<file path="config.mk">
export PLATFORM = sky130hd
export DESIGN_NAME = tos_scheduler
export DESIGN_NICKNAME = d
export VERILOG_FILES = /design/src/verilog/tos_pkg.sv /design/src/verilog/tos_fifo.sv /design/src/verilog/tos_scheduler.sv
export VERILOG_INCLUDE_DIRS = /design/src /design/src/verilog
export SDC_FILE = /design/constraint.sdc
export NUM_CORES = 2
export LEC_CHECK = 0
export ABC_AREA = 1
export BUFFER_PORTS_ARGS = -buffer_cell sky130_fd_sc_hd__buf_2
export CORE_MARGIN = 5
export CORE_UTILIZATION = 50
export DETAILED_ROUTE_END_ITERATION = 6
export PLACE_DENSITY = 0.78
export SLEW_MARGIN = 40
export SYNTH_ARGS = -nofsm -noshare
export SYNTH_HDL_FRONTEND = slang
export SYNTH_SLANG_ARGS = --single-unit
</file>
<file path="constraint.sdc">
create_clock -name clock -period 6.6 [get_ports clock]
set_input_delay 1.32 -clock clock [delete_from_list [all_inputs] [get_ports clock]]
set_output_delay 1.32 -clock clock [all_outputs]
set_load 0.05 [all_outputs]
</file>
<file path="src/verilog/tos_map.svh">
// Constants of the timestamped output scheduler: offsets, fields, codes
`ifndef TOS_MAP_SVH
`define TOS_MAP_SVH

// =====================================================================
// Entry layout within the output image (byte offsets)
`define TOS_ENT_BYTES     4
`define TOS_ENT_CTRL      0
`define TOS_ENT_SEQ       1
`define TOS_ENT_TIME_LO   2
`define TOS_ENT_TIME_HI   3
`define TOS_TIME_W        16

// =====================================================================
// Output control byte fields
`define TOS_CTRL_LSB      4
`define TOS_CTRL_EN1      4
`define TOS_CTRL_EN0      5
`define TOS_CTRL_ST1      6
`define TOS_CTRL_ST0      7

// =====================================================================
// Sequence number fields
`define TOS_SEQ_MSB       5
`define TOS_SEQ_LAST      6
`define TOS_SEQ_FIRST     6'h01

// =====================================================================
// Status byte fixed bits and queue state codes
`define TOS_LAST_FIX      2'h1
`define TOS_NEXT_FIX      2'h3
`define TOS_CODE_OK       8'h00
`define TOS_CODE_NOSEQ    8'h01
`define TOS_CODE_EMPTY    8'h02
`define TOS_CODE_FULL     8'h03
`define TOS_CODE_MARK     8'h80

// =====================================================================
// Timing: microsecond ticker period in ns
`define TOS_US_NS         1000

`endif

</file>
<file path="src/verilog/tos_pkg.sv">
// Types shared by the timestamped output scheduler
package tos_pkg;

  // =====================================================================
  // Block scan state
  typedef enum logic {TOS_IDLE, TOS_SCAN} tos_scan_t;

  // =====================================================================
  // Outcome of the most recent entry check
  typedef enum logic [1:0] {TOS_EV_OK, TOS_EV_NOSEQ, TOS_EV_FULL} tos_event_t;

endpackage

</file>
<file path="src/verilog/tos_fifo.sv">
// Entry queue of the timestamped output scheduler, flip-flop storage
`timescale 1ns/1ps
module tos_fifo #(
  parameter int WIDTH = 27,
  parameter int DEPTH = 31,
  parameter int CW    = $clog2(DEPTH + 1),
  parameter int PW    = $clog2(DEPTH)
) (
  input  wire logic             clock,
  input  wire logic             nrst,
  input  wire logic             push,
  input  wire logic [WIDTH-1:0] pushData,
  input  wire logic             pop,
  output logic      [WIDTH-1:0] headData,
  output logic      [CW-1:0]    count,
  output logic                  full,
  output logic                  empty
);

  logic [WIDTH-1:0] store [0:DEPTH-1];
  logic [PW-1:0]    rdPtr;
  logic [PW-1:0]    wrPtr;
  wire              doPush = push && !full;
  wire              doPop  = pop && !empty;
  wire  [PW-1:0]    lastPtr = PW'(DEPTH - 1);

  // Status decode
  assign full     = (count == CW'(DEPTH));
  assign empty    = (count == '0);
  assign headData = store[rdPtr];

  // Pointers wrap at DEPTH, which need not be a power of two
  always_ff @(posedge clock) begin
    if (!nrst) begin
      rdPtr <= '0;
      wrPtr <= '0;
      count <= '0;
    end else begin
      if (doPush) begin
        wrPtr <= (wrPtr == lastPtr) ? '0 : wrPtr + 1'b1;
      end
      if (doPop) begin
        rdPtr <= (rdPtr == lastPtr) ? '0 : rdPtr + 1'b1;
      end
      count <= count + CW'(doPush) - CW'(doPop);
    end
  end

  // Storage needs no reset; only slots holding queued entries are ever used
  always_ff @(posedge clock) begin
    if (doPush) begin
      store[wrPtr] <= pushData;
    end
  end

endmodule // tos_fifo

</file>
<file path="src/verilog/tos_scheduler.sv">
// Two-channel timestamped output scheduler with checked entry queue
`timescale 1ns/1ps
`include "tos_map.svh"

// What this block does
// - Two output channels, own enable and state
// - Entry area holds 5 or 15 entries
// - Queue stores up to 31 entries
// - Entry: control, sequence, 16-bit time bytes
// - Full queue refuses and drops new entries
// - Status 0: last accepted sequence, 01 fixed
// - Status 1: next sequence to run, 11 fixed
// - Code 00h after successful store
// - Code 01h on sequence mismatch
// - Code 02h when queue holds nothing and no check has failed since the last store
// - Code 03h when queue is full
// - Code ORed 80h while marked entry queued
// - Entries after a marked entry are ignored
// - Status 3 holds current queue entry count
// - Control bits 4,5 enable channels 1,0
// - Control bits 6,7 give states 1,0
// - Fault lamp on overload, short or overheat
// - Free-running 32-bit microsecond ticker, wraps
// - Entry time sets when outputs apply
module tos_scheduler
  import tos_pkg::*;
#(
  parameter int SMALL_ENTRIES = 5,
  parameter int LARGE_ENTRIES = 15,
  parameter int QUEUE_DEPTH   = 31,
  parameter int CLK_NS        = 10
) (
  input  wire logic        clock,
  input  wire logic        nrst,
  input  wire logic        areaLarge,
  input  wire logic        imgWrite,
  input  wire logic [5:0]  imgAddr,
  input  wire logic [7:0]  imgData,
  input  wire logic        imgCommit,
  input  wire logic [1:0]  overloadIn,
  input  wire logic [1:0]  shortIn,
  input  wire logic [1:0]  hotIn,
  output logic      [1:0]  chOut,
  output logic      [1:0]  chEnable,
  output logic             faultLed,
  output logic      [7:0]  lastAcceptedSequence,
  output logic      [7:0]  nextSequenceToRun,
  output logic      [7:0]  queueStateCode,
  output logic      [7:0]  queueEntryCount,
  output logic      [31:0] usTicker
);

  // =====================================================================
  // Local constants
  localparam int IMG_BYTES  = LARGE_ENTRIES * `TOS_ENT_BYTES;
  localparam int US_CYCLES  = (`TOS_US_NS + CLK_NS - 1) / CLK_NS;
  localparam int PW         = $clog2(US_CYCLES);
  localparam int CW         = $clog2(QUEUE_DEPTH + 1);
  localparam int SW         = $clog2(LARGE_ENTRIES);
  // Queue word, top down: control nibble, marked sequence, time
  localparam int TW         = `TOS_TIME_W;
  localparam int SQW        = `TOS_SEQ_LAST + 1;
  localparam int CTW        = `TOS_CTRL_ST0 - `TOS_CTRL_LSB + 1;
  localparam int QW         = CTW + SQW + TW;
  localparam int SEQ_LSB    = TW;
  localparam int CTL_LSB    = TW + SQW;
  localparam logic [5:0] SMALL_BYTES =
    6'(SMALL_ENTRIES * `TOS_ENT_BYTES);
  localparam logic [5:0] LARGE_BYTES = 6'(IMG_BYTES);

  // =====================================================================
  // Output image written by the bus controller
  logic [7:0] image [0:IMG_BYTES-1];
  wire  [5:0] areaBytes = areaLarge ? LARGE_BYTES : SMALL_BYTES;
  wire        imgTake   = imgWrite && (imgAddr < areaBytes);

  // Out-of-area byte writes are dropped
  // Image persists across scans; only changed bytes need rewriting
  always_ff @(posedge clock) begin
    if (!nrst) begin
      for (int i = 0; i < IMG_BYTES; i++) begin
        image[i] <= 8'h00;
      end
    end else if (imgTake) begin
      image[imgAddr] <= imgData;
    end
  end

  // =====================================================================
  // Fault inputs come from pins: two-flop synchronisers
  // Any one of the six bits lights the lamp; no channel is named
  logic [5:0] faultMeta;
  logic [5:0] faultSync;

  always_ff @(posedge clock) begin
    if (!nrst) begin
      faultMeta <= 6'h00;
      faultSync <= 6'h00;
    end else begin
      faultMeta <= {hotIn, shortIn, overloadIn};
      faultSync <= faultMeta;
    end
  end

  // =====================================================================
  // Microsecond ticker
  // Prescale rounds up: a clock that does not divide 1 us runs slow
  logic [PW-1:0] prescale;
  wire           usTick = (prescale == PW'(US_CYCLES - 1));

  // Free-running from reset, wraps to zero after all ones
  always_ff @(posedge clock) begin
    if (!nrst) begin
      prescale <= '0;
      usTicker <= 32'h0000_0000;
    end else begin
      prescale <= usTick ? '0 : prescale + 1'b1;
      if (usTick) begin
        usTicker <= usTicker + 32'h0000_0001;
      end
    end
  end

  // =====================================================================
  // Entry queue
  logic          qPush;
  logic [QW-1:0] qPushData;
  logic          qPop;
  logic [QW-1:0] qHead;
  logic [CW-1:0] qCount;
  logic          qFull;
  logic          qEmpty;

  tos_fifo #(
    .WIDTH (QW),
    .DEPTH (QUEUE_DEPTH)
  ) tos_fifo_inst (
    .clock    (clock),
    .nrst     (nrst),
    .push     (qPush),
    .pushData (qPushData),
    .pop      (qPop),
    .headData (qHead),
    .count    (qCount),
    .full     (qFull),
    .empty    (qEmpty)
  );

  // =====================================================================
  // Block scan: one entry slot checked per clock after a commit
  // A commit during a scan is ignored; the host waits the scan out
  tos_scan_t  scanState;
  tos_event_t lastEvent;
  logic [SW-1:0] slot;
  logic [SW-1:0] slotLast;
  logic [5:0]    expectSeq;
  logic [5:0]    lastSeq;

  wire  [5:0] base     = 6'(slot) * 6'(`TOS_ENT_BYTES);
  wire  [7:0] entCtrl  = image[base + 6'(`TOS_ENT_CTRL)];
  wire  [7:0] entSeq   = image[base + 6'(`TOS_ENT_SEQ)];
  wire  [15:0] entTime = {image[base + 6'(`TOS_ENT_TIME_HI)],
                          image[base + 6'(`TOS_ENT_TIME_LO)]};
  wire        scanning = (scanState == TOS_SCAN);
  wire        seqMatch = (entSeq[`TOS_SEQ_MSB:0] == expectSeq);
  wire        entMark  = entSeq[`TOS_SEQ_LAST];
  wire        refuse   = scanning && qFull;
  wire        badSeq   = scanning && !qFull && !seqMatch;

  // Only a matching entry with room is stored
  assign qPush     = scanning && !qFull && seqMatch;
  assign qPushData = {entCtrl[`TOS_CTRL_ST0:`TOS_CTRL_EN1],
                      entSeq[`TOS_SEQ_LAST:0], entTime};
  wire   scanStop  = refuse || badSeq || entMark
                     || (slot == slotLast);

  // Scan ends at a mark, a refusal, a mismatch or the area's end
  always_ff @(posedge clock) begin
    if (!nrst) begin
      scanState <= TOS_IDLE;
      slot      <= '0;
      slotLast  <= '0;
    end else begin
      unique case (scanState)
        TOS_IDLE: begin
          if (imgCommit) begin
            scanState <= TOS_SCAN;
            slot      <= '0;
            slotLast  <= areaLarge ? SW'(LARGE_ENTRIES - 1)
                                   : SW'(SMALL_ENTRIES - 1);
          end
        end
        TOS_SCAN: begin
          if (scanStop) begin
            scanState <= TOS_IDLE;
          end else begin
            slot <= slot + 1'b1;
          end
        end
      endcase
    end
  end

  // Expected and last accepted sequence advance only on a store
  // Sequence wraps modulo 64, as the host's numbering does
  always_ff @(posedge clock) begin
    if (!nrst) begin
      expectSeq <= `TOS_SEQ_FIRST;
      lastSeq   <= 6'h00;
      lastEvent <= TOS_EV_OK;
    end else begin
      if (qPush) begin
        expectSeq <= expectSeq + 6'h01;
        lastSeq   <= entSeq[`TOS_SEQ_MSB:0];
        lastEvent <= TOS_EV_OK;
      end else if (badSeq) begin
        lastEvent <= TOS_EV_NOSEQ;
      end else if (refuse) begin
        lastEvent <= TOS_EV_FULL;
      end
    end
  end

  // =====================================================================
  // Execution of the head entry
  wire [CTW-1:0] headCtrl = qHead[QW-1:CTL_LSB];
  wire [SQW-1:0] headSeq  = qHead[CTL_LSB-1:SEQ_LSB];
  wire [TW-1:0]  headTime = qHead[TW-1:0];
  // A passed time waits for the next wrap of the low ticker half.
  // The ticker holds each value for many clocks, so entries sharing
  // one time run back to back, one per clock.
  assign qPop = !qEmpty && (usTicker[15:0] == headTime);

  // Control nibble holds bits 7..4 of the original byte
  wire en1 = headCtrl[`TOS_CTRL_EN1 - `TOS_CTRL_LSB];
  wire en0 = headCtrl[`TOS_CTRL_EN0 - `TOS_CTRL_LSB];
  wire st1 = headCtrl[`TOS_CTRL_ST1 - `TOS_CTRL_LSB];
  wire st0 = headCtrl[`TOS_CTRL_ST0 - `TOS_CTRL_LSB];

  // Outputs update at the executing edge, in arrival order
  always_ff @(posedge clock) begin
    if (!nrst) begin
      chEnable <= 2'h0;
      chOut    <= 2'h0;
    end else if (qPop) begin
      chEnable <= {en1, en0};
      chOut    <= {en1 & st1, en0 & st0};
    end
  end

  // =====================================================================
  // Count of queued entries carrying the last-entry mark
  // A count, not a flag: several marked blocks may wait at once
  logic [CW-1:0] markCount;
  wire           markIn  = qPush && entMark;
  wire           markOut = qPop && headSeq[`TOS_SEQ_LAST];

  always_ff @(posedge clock) begin
    if (!nrst) begin
      markCount <= '0;
    end else begin
      markCount <= markCount + CW'(markIn) - CW'(markOut);
    end
  end

  // =====================================================================
  // Status bytes, decoded then registered
  // Full outranks all; a mismatch code stays until the next good store or refusal,
  // so a host that polls late still sees why its block was dropped.
  wire [7:0] baseCode =
    qFull                      ? `TOS_CODE_FULL  :
    (lastEvent == TOS_EV_NOSEQ) ? `TOS_CODE_NOSEQ :
    (lastEvent == TOS_EV_FULL)  ? `TOS_CODE_FULL  :
    qEmpty                     ? `TOS_CODE_EMPTY :
                                 `TOS_CODE_OK;
  wire [7:0] next_code = baseCode |
    ((markCount != '0) ? `TOS_CODE_MARK : 8'h00);
  wire [5:0] runSeq    = qEmpty ? expectSeq : headSeq[`TOS_SEQ_MSB:0];
  wire       anyFault  = |faultSync;

  // Status and lamp all come from flops
  always_ff @(posedge clock) begin
    if (!nrst) begin
      lastAcceptedSequence <= {`TOS_LAST_FIX, 6'h00};
      nextSequenceToRun    <= {`TOS_NEXT_FIX, `TOS_SEQ_FIRST};
      queueStateCode       <= `TOS_CODE_EMPTY;
      queueEntryCount      <= 8'h00;
      faultLed             <= 1'b0;
    end else begin
      lastAcceptedSequence <= {`TOS_LAST_FIX, lastSeq};
      nextSequenceToRun    <= {`TOS_NEXT_FIX, runSeq};
      queueStateCode       <= next_code;
      queueEntryCount      <= 8'(qCount);
      faultLed             <= anyFault;
    end
  end

endmodule // tos_scheduler

</file>
# --- After elaboration in Yosys (flattened, before gate mapping) ---
# Memory sizes are Yosys's and may differ from the RTL's. A register that Yosys moved wholly into a read port is not among the register bits.
# Index checks and enable logic that the tools add are counted.
# W data, S select, Z words.
word_totals:
  ramBits: 1317
  input_bits: 25
  out_inout_bits: 69
  memories: 2
  regBits: 131
op_classes:
  eq_ne: 11
  n_reduce_logical: 26
  n_bitwise: 5
  n_mux: 31
  add_sub_neg: 13
  magnitude_cmp: 1
memory_table:
  columns: ["memory", "depth", "word_bits", "read_ports", "rd_clocked_by_memory_dff", "write_ports", "line_no", "rtl"]
  rows:
  - ["tos_fifo_inst.store", 31, 27, 1, 1, 1, "tos_fifo.sv:20", "logic [WIDTH-1:0] store [0:DEPTH-1];"]
  - ["image", 60, 8, 4, 1, 60, "tos_scheduler.sv:73", "logic [7:0] image [0:IMG_BYTES-1];"]
ops:
  columns: ["cell", "count"]
  rows:
  - ["$add A32 B1 Y32 const B", 1]
  - ["$mux W6", 5]
  - ["$mux W5", 4]
  - ["$eq A16 B16 Y1", 1]
  - ["$mux W8", 2]
  - ["$eq A5 B5 Y1 const B", 3]
  - ["$add A6 B1 Y6 const B", 2]
  - ["$add A6 B2 Y6 const B", 2]
  - ["$mux W4", 3]
  - ["$mux W1", 11]
  - ["$add A5 B1 Y5", 2]
  - ["$add A5 B1 Y5 const B", 2]
  - ["$logic_and A1 B1 Y1", 10]
  - ["$sub A5 B1 Y5", 2]
  - ["$mux W2", 4]
  - ["$or A2 B8 Y8", 1]
  - ["$pmux W4 S2", 1]
  - ["$reduce_or A8 Y1", 1]
  - ["$add A7 B1 Y7 const B", 1]
  - ["$eq A7 B7 Y1 const B", 1]
  - ["$eq A6 B6 Y1", 1]
  - ["$lt A6 B6 Y1", 1]
  - ["$reduce_or A6 Y1", 1]
  - ["$logic_not A5 Y1", 1]
  - ["15 further kinds", 24]

# --- Logic depth before layout (Yosys ltp) ---
# An unclocked memory read counts as a cell.
depth:
  word_depth: 12
  depth_mapped: 29
  depth_no_buf: 26

# --- By module ---
# From an unflattened synthesis, not the netlist that was laid out.
hier_totals:
  hier_cells: 5458
  area_unflattened_um2: 59002.8
by_module_without_submodules:
  columns: ["module", "cells_each", "area_per_inst_um2", "seq_area_each_um2", "instances"]
  rows:
  - ["tos_fifo", 2976, 34802.1, 25534.5, 1]
  - ["tos_scheduler", 2482, 24200.7, 15094.5, 1]

# --- Worst setup path after synthesis ---
# Ideal clock, no wire load.
synth_path:
  path_kind: "register -> register"
  startpoint: "register slot[0]"
  endpoint: "memory tos_fifo_inst.store[19][0], enable pin"
  t_arrival_ns: 4.021
  required_time_ns: 6.155
  setup_time_ns: 0.445
  stages_incl_launch_ff: 15
  path_slack_ns: 2.134
  cell_sequence: "dfxtp_1 > inv_1 > buf_4 > buf_2 > o21ai_0 > o211ai_1 > nand3_1 > nand2_1 > xor2_1 > nand2_1 > nor2_1 > nand2_1 > nor2_1 > nand2_1 > nor3_1"
synth_between:
  elab_chain_cells: 7
synth_rtl:
  columns: ["item", "line_no", "rtl"]
  rows:
  - ["from (decl)", "tos_scheduler.sv:154", "logic [SW-1:0] slot;"]
  - ["from (signal assigned)", "tos_scheduler.sv:197", "slot <= slot + 1'b1;"]
  - ["$add A6 B1 Y6", "tos_scheduler.sv:161", "wire [7:0] entSeq = image[base + 6'(`TOS_ENT_SEQ)];"]
  - ["$mem_v2 Z60 W8", null, null]
  - ["via entSeq[4]", "tos_scheduler.sv:161", null]
  - ["$eq A6 B6 Y1", "tos_scheduler.sv:165", "wire seqMatch = (entSeq[`TOS_SEQ_MSB:0] == expectSeq);"]
  - ["$logic_and A1 B1 Y1", "tos_scheduler.sv:171", "assign qPush = scanning && !qFull && seqMatch;"]
  - ["$logic_and A1 B1 Y1", "tos_fifo.sv:23", "wire doPush = push && !full;"]
  - ["$mux W1", "tos_fifo.sv:51", "if (doPush) begin"]
  - ["$mux W1 (implied by the code)", "tos_fifo.sv:52", "store[wrPtr] <= pushData;"]
  - ["to (decl)", "tos_fifo.sv:20", null]
# The timed path passes the listed nets, and every way through them passes these cells.

# --- Worst setup path in the final report ---
layout_path:
  startpoint: "register slot[0]"
  endpoint: "memory tos_fifo_inst.store[7][11], enable pin"
# The elaborated chain is that of the path after synthesis.

==> flow_summary.ini <==
[timing]
clock.fmax_ghz = 0.185
setup_viol = 0
rsz0062_at_grt = no
worst_slew_pin_slew_ps = 899
drv_slew = 0
slew_headroom = 0.401
finalCritPeriodShare = 0.820
fin_skew_ps = 29.4
totalNegativeSetupSlack_ps = 0
finalHoldViolations = 0
fin_crit_ps = 5410

[synthesis]
ys_seq_area_frac = 0.698
async_reset_ff_frac = 0
ys_warn_count = 0
ys_ff_latch = 1395
synth.distinct_cells = 53
netlist_instances = 5200
synth-edff-count = 1269
syn_area_um2 = 58200
syn_area_per_cell_um2 = 11.2
synth_flop_cell = edfxtp_1

[drt]
drtIter0Drc = 6243
via_per_inst = 6.08
drcViolationCount = 1
totalWireLength_mm = 157
vias = 41527
routedWlPerCell_um = 22.9
drtAntennaViolNets = 0
dr.pass1.iters = 7

[final_layout]
final_cells = 6835
num-nets-final = 5261
final_cell_mix = 1269 x edfxtp_1, 971 x nand2_1, 865 x nor2_1, 505 x nand3_1, 389 x o21ai_0
layout_commonest_cell = edfxtp_1
post-route-util = 0.559
fill_cells = 9106
synthToLayoutAreaGrowth_pct = 11.4
layout-drive-gt1-share = 0.0893

[power_and_ir_drop]
clockPowerShare = 0.423
seqPwrFrac = 0.555
vdd_drop_max_mv = 0.274
power.internal_w = 0.0141
powerDensity_nw_per_um2 = 273
p_leak_nw = 23.1
power.switching_w = 0.00357
netSwitchingFraction = 0.202
p_comb_frac = 0.022

[worst_setup_path]
crit_type = reg -> reg
reg2reg_depth = 16
worstSetupEndpointType = flop
crit_start = slot[0]
crit_arrival_ps = 5820
r2r_start = slot[0]
critPathMaxFanout = 80
required_ps = 7000
crit_path_start_kind = flop

[place]
dp_cells = 6596
place_congestion = 0.865
place_hpwl_mm = 91.8
portBuffers = 81

[worst_hold_path]
holdCritStartpoint = faultMeta[3]
hold_depth = 2
min_path_type = reg -> reg

[clock_network]
cts-resized-gates = 0
postCtsSetupBuffers = 0
root_buffer = clkbuf_16
tritoncts = done
clk_latency_ps = 740
cts.sinks = 1395
h-tree-depth = 4
cts_made_buffers = 132
hold_buffers = 0
clk_pin_slew_ps = 60
clockBufferDepth = 3

[floorplan]
rows = 125
coreArea_um2 = 116000
die_h_um = 351
fp.dieW_um = 351
dieArea_um2 = 123000
initial_core_util = 0.502
ioPinCount = 94

[global_routing]
grt.total_usage = 0.248
antenna_found_initial = 5
grt_max_degree = 177
grt_pass1_vias = 39683
overflow = 0
grt_pass1_wl_mm = 235

[job]
drv_cap = 0

[status]
status = finished, violations left
violations = design-rule violations
[metrics by stage]
stage	hold slack (ps)	worst slack [ps]	instance area, µm²	total power [W]
2_1_floorplan	390	2130	58300	0.0102
3_3_place_gp	394	1490	60000	0.0104
3_5_place_dp	404	1380	60600	0.0104
4_1_cts	418	1340	64800	0.0177
5_1_grt	429	871	64800	0.0181
6_report	418	1190	64800	0.0177
[power groups by stage]
stage	clock [W]	sequential [W]	combinational (W)
floorplan	0	0.00999	0.000222
global placement	0	0.00999	0.000369
detailed placement	0	0.0100	0.000387
CTS	0.00748	0.00981	0.000388
global route	0.00788	0.00982	0.000420
finish	0.00747	0.00981	0.000396
[logic make-up (layout without fill, tap and decap cells)]
logic type | after synthesis | count (layout) | share of synthesized area
flops | 1395 | 1395 | 0.698
mux | 16 | 16 | 0.00275
xor+xnor | 21 | 21 | 0.00316
compound gates | 757 | 757 | 0.0766
fa+ha+maj | 29 | 29 | 0.00649
other cells | 2 | 15 | 0.000129
buf+inv | 513 | 611 | 0.0390
simple gates | 2467 | 2467 | 0.174
[state kept, by name, indices dropped and copies added (netlist names), 7 cells and up, named ones only]
name,count
image,432
tos_fifo_inst.store,837
prescale,7
usTicker,32
[layout make-up]
cell class              count  area, µm²  share of cell area
diodes                      3       7.51            0.000116
clock buffers             173       3720              0.0574
clock inverters            62        493             0.00760
inverters                 168        678              0.0105
multi-input cells        3302      15700               0.242
flip-flops and latches   1395      40700               0.627
well taps                1524       1910              0.0294
repair buffers            208       1700              0.0262
[routing by layer]
metal / wire (µm) / global-route usage / share of wire
met1: 56400 / 0.327 / 0.36
met2: 75000 / 0.403 / 0.48
met3: 17400 / 0.0428 / 0.11
met4: 7860 / 0.123 / 0.050
met5: 0 / 0 / 0
[synth_stat cells, drive strengths merged, types with 3 or more instances]
cell	instances	area, µm²
edfxtp	1269	38100
nand2	982	3690
nor2	896	3370
nand3	505	2530
o21ai	398	1990
buf	177	1000
clkbuf	168	631
inv	162	616
dfxtp	126	2520
a21oi	122	611
o221ai	90	788
o211ai	77	578
o22ai	39	244
nor3	32	170
ha	27	338
nand4	23	144
nor4	17	146
mux2i	16	160
xor2	16	140
a211oi	6	45.0
clkinv	6	22.5
and3	5	31.3
xnor2	5	43.8
a22oi	4	30.0
a31oi	4	25.0
a221oi	3	26.3
o31ai	3	22.5
[worst max-delay path, stage by stage, from the launching register on]
cell and delay, ps:
dfxtp_4 880, buf_4 660, nor2_1 110, nor2_1 100, o21ai_0 90, o211ai_1 110
nand3_1 140, nand2_1 100, buf_4 320, xnor2_1 190, inv_1 70, nor2_1 140
nand2_1 360, nor2_1 300, inv_1 250, nor2_4 720, buf_4 400
[path summary, 6_finish.rpt]
check,endpoint,slack [ps]
hold reg to reg,faultSync[3],420
setup reg to reg,tos_fifo_inst.store[7][11],1190
setup / recovery,tos_fifo_inst.store[7][11],1190
hold / removal,faultSync[3],420
No activity file was read; power rests on OpenSTA's default activity.
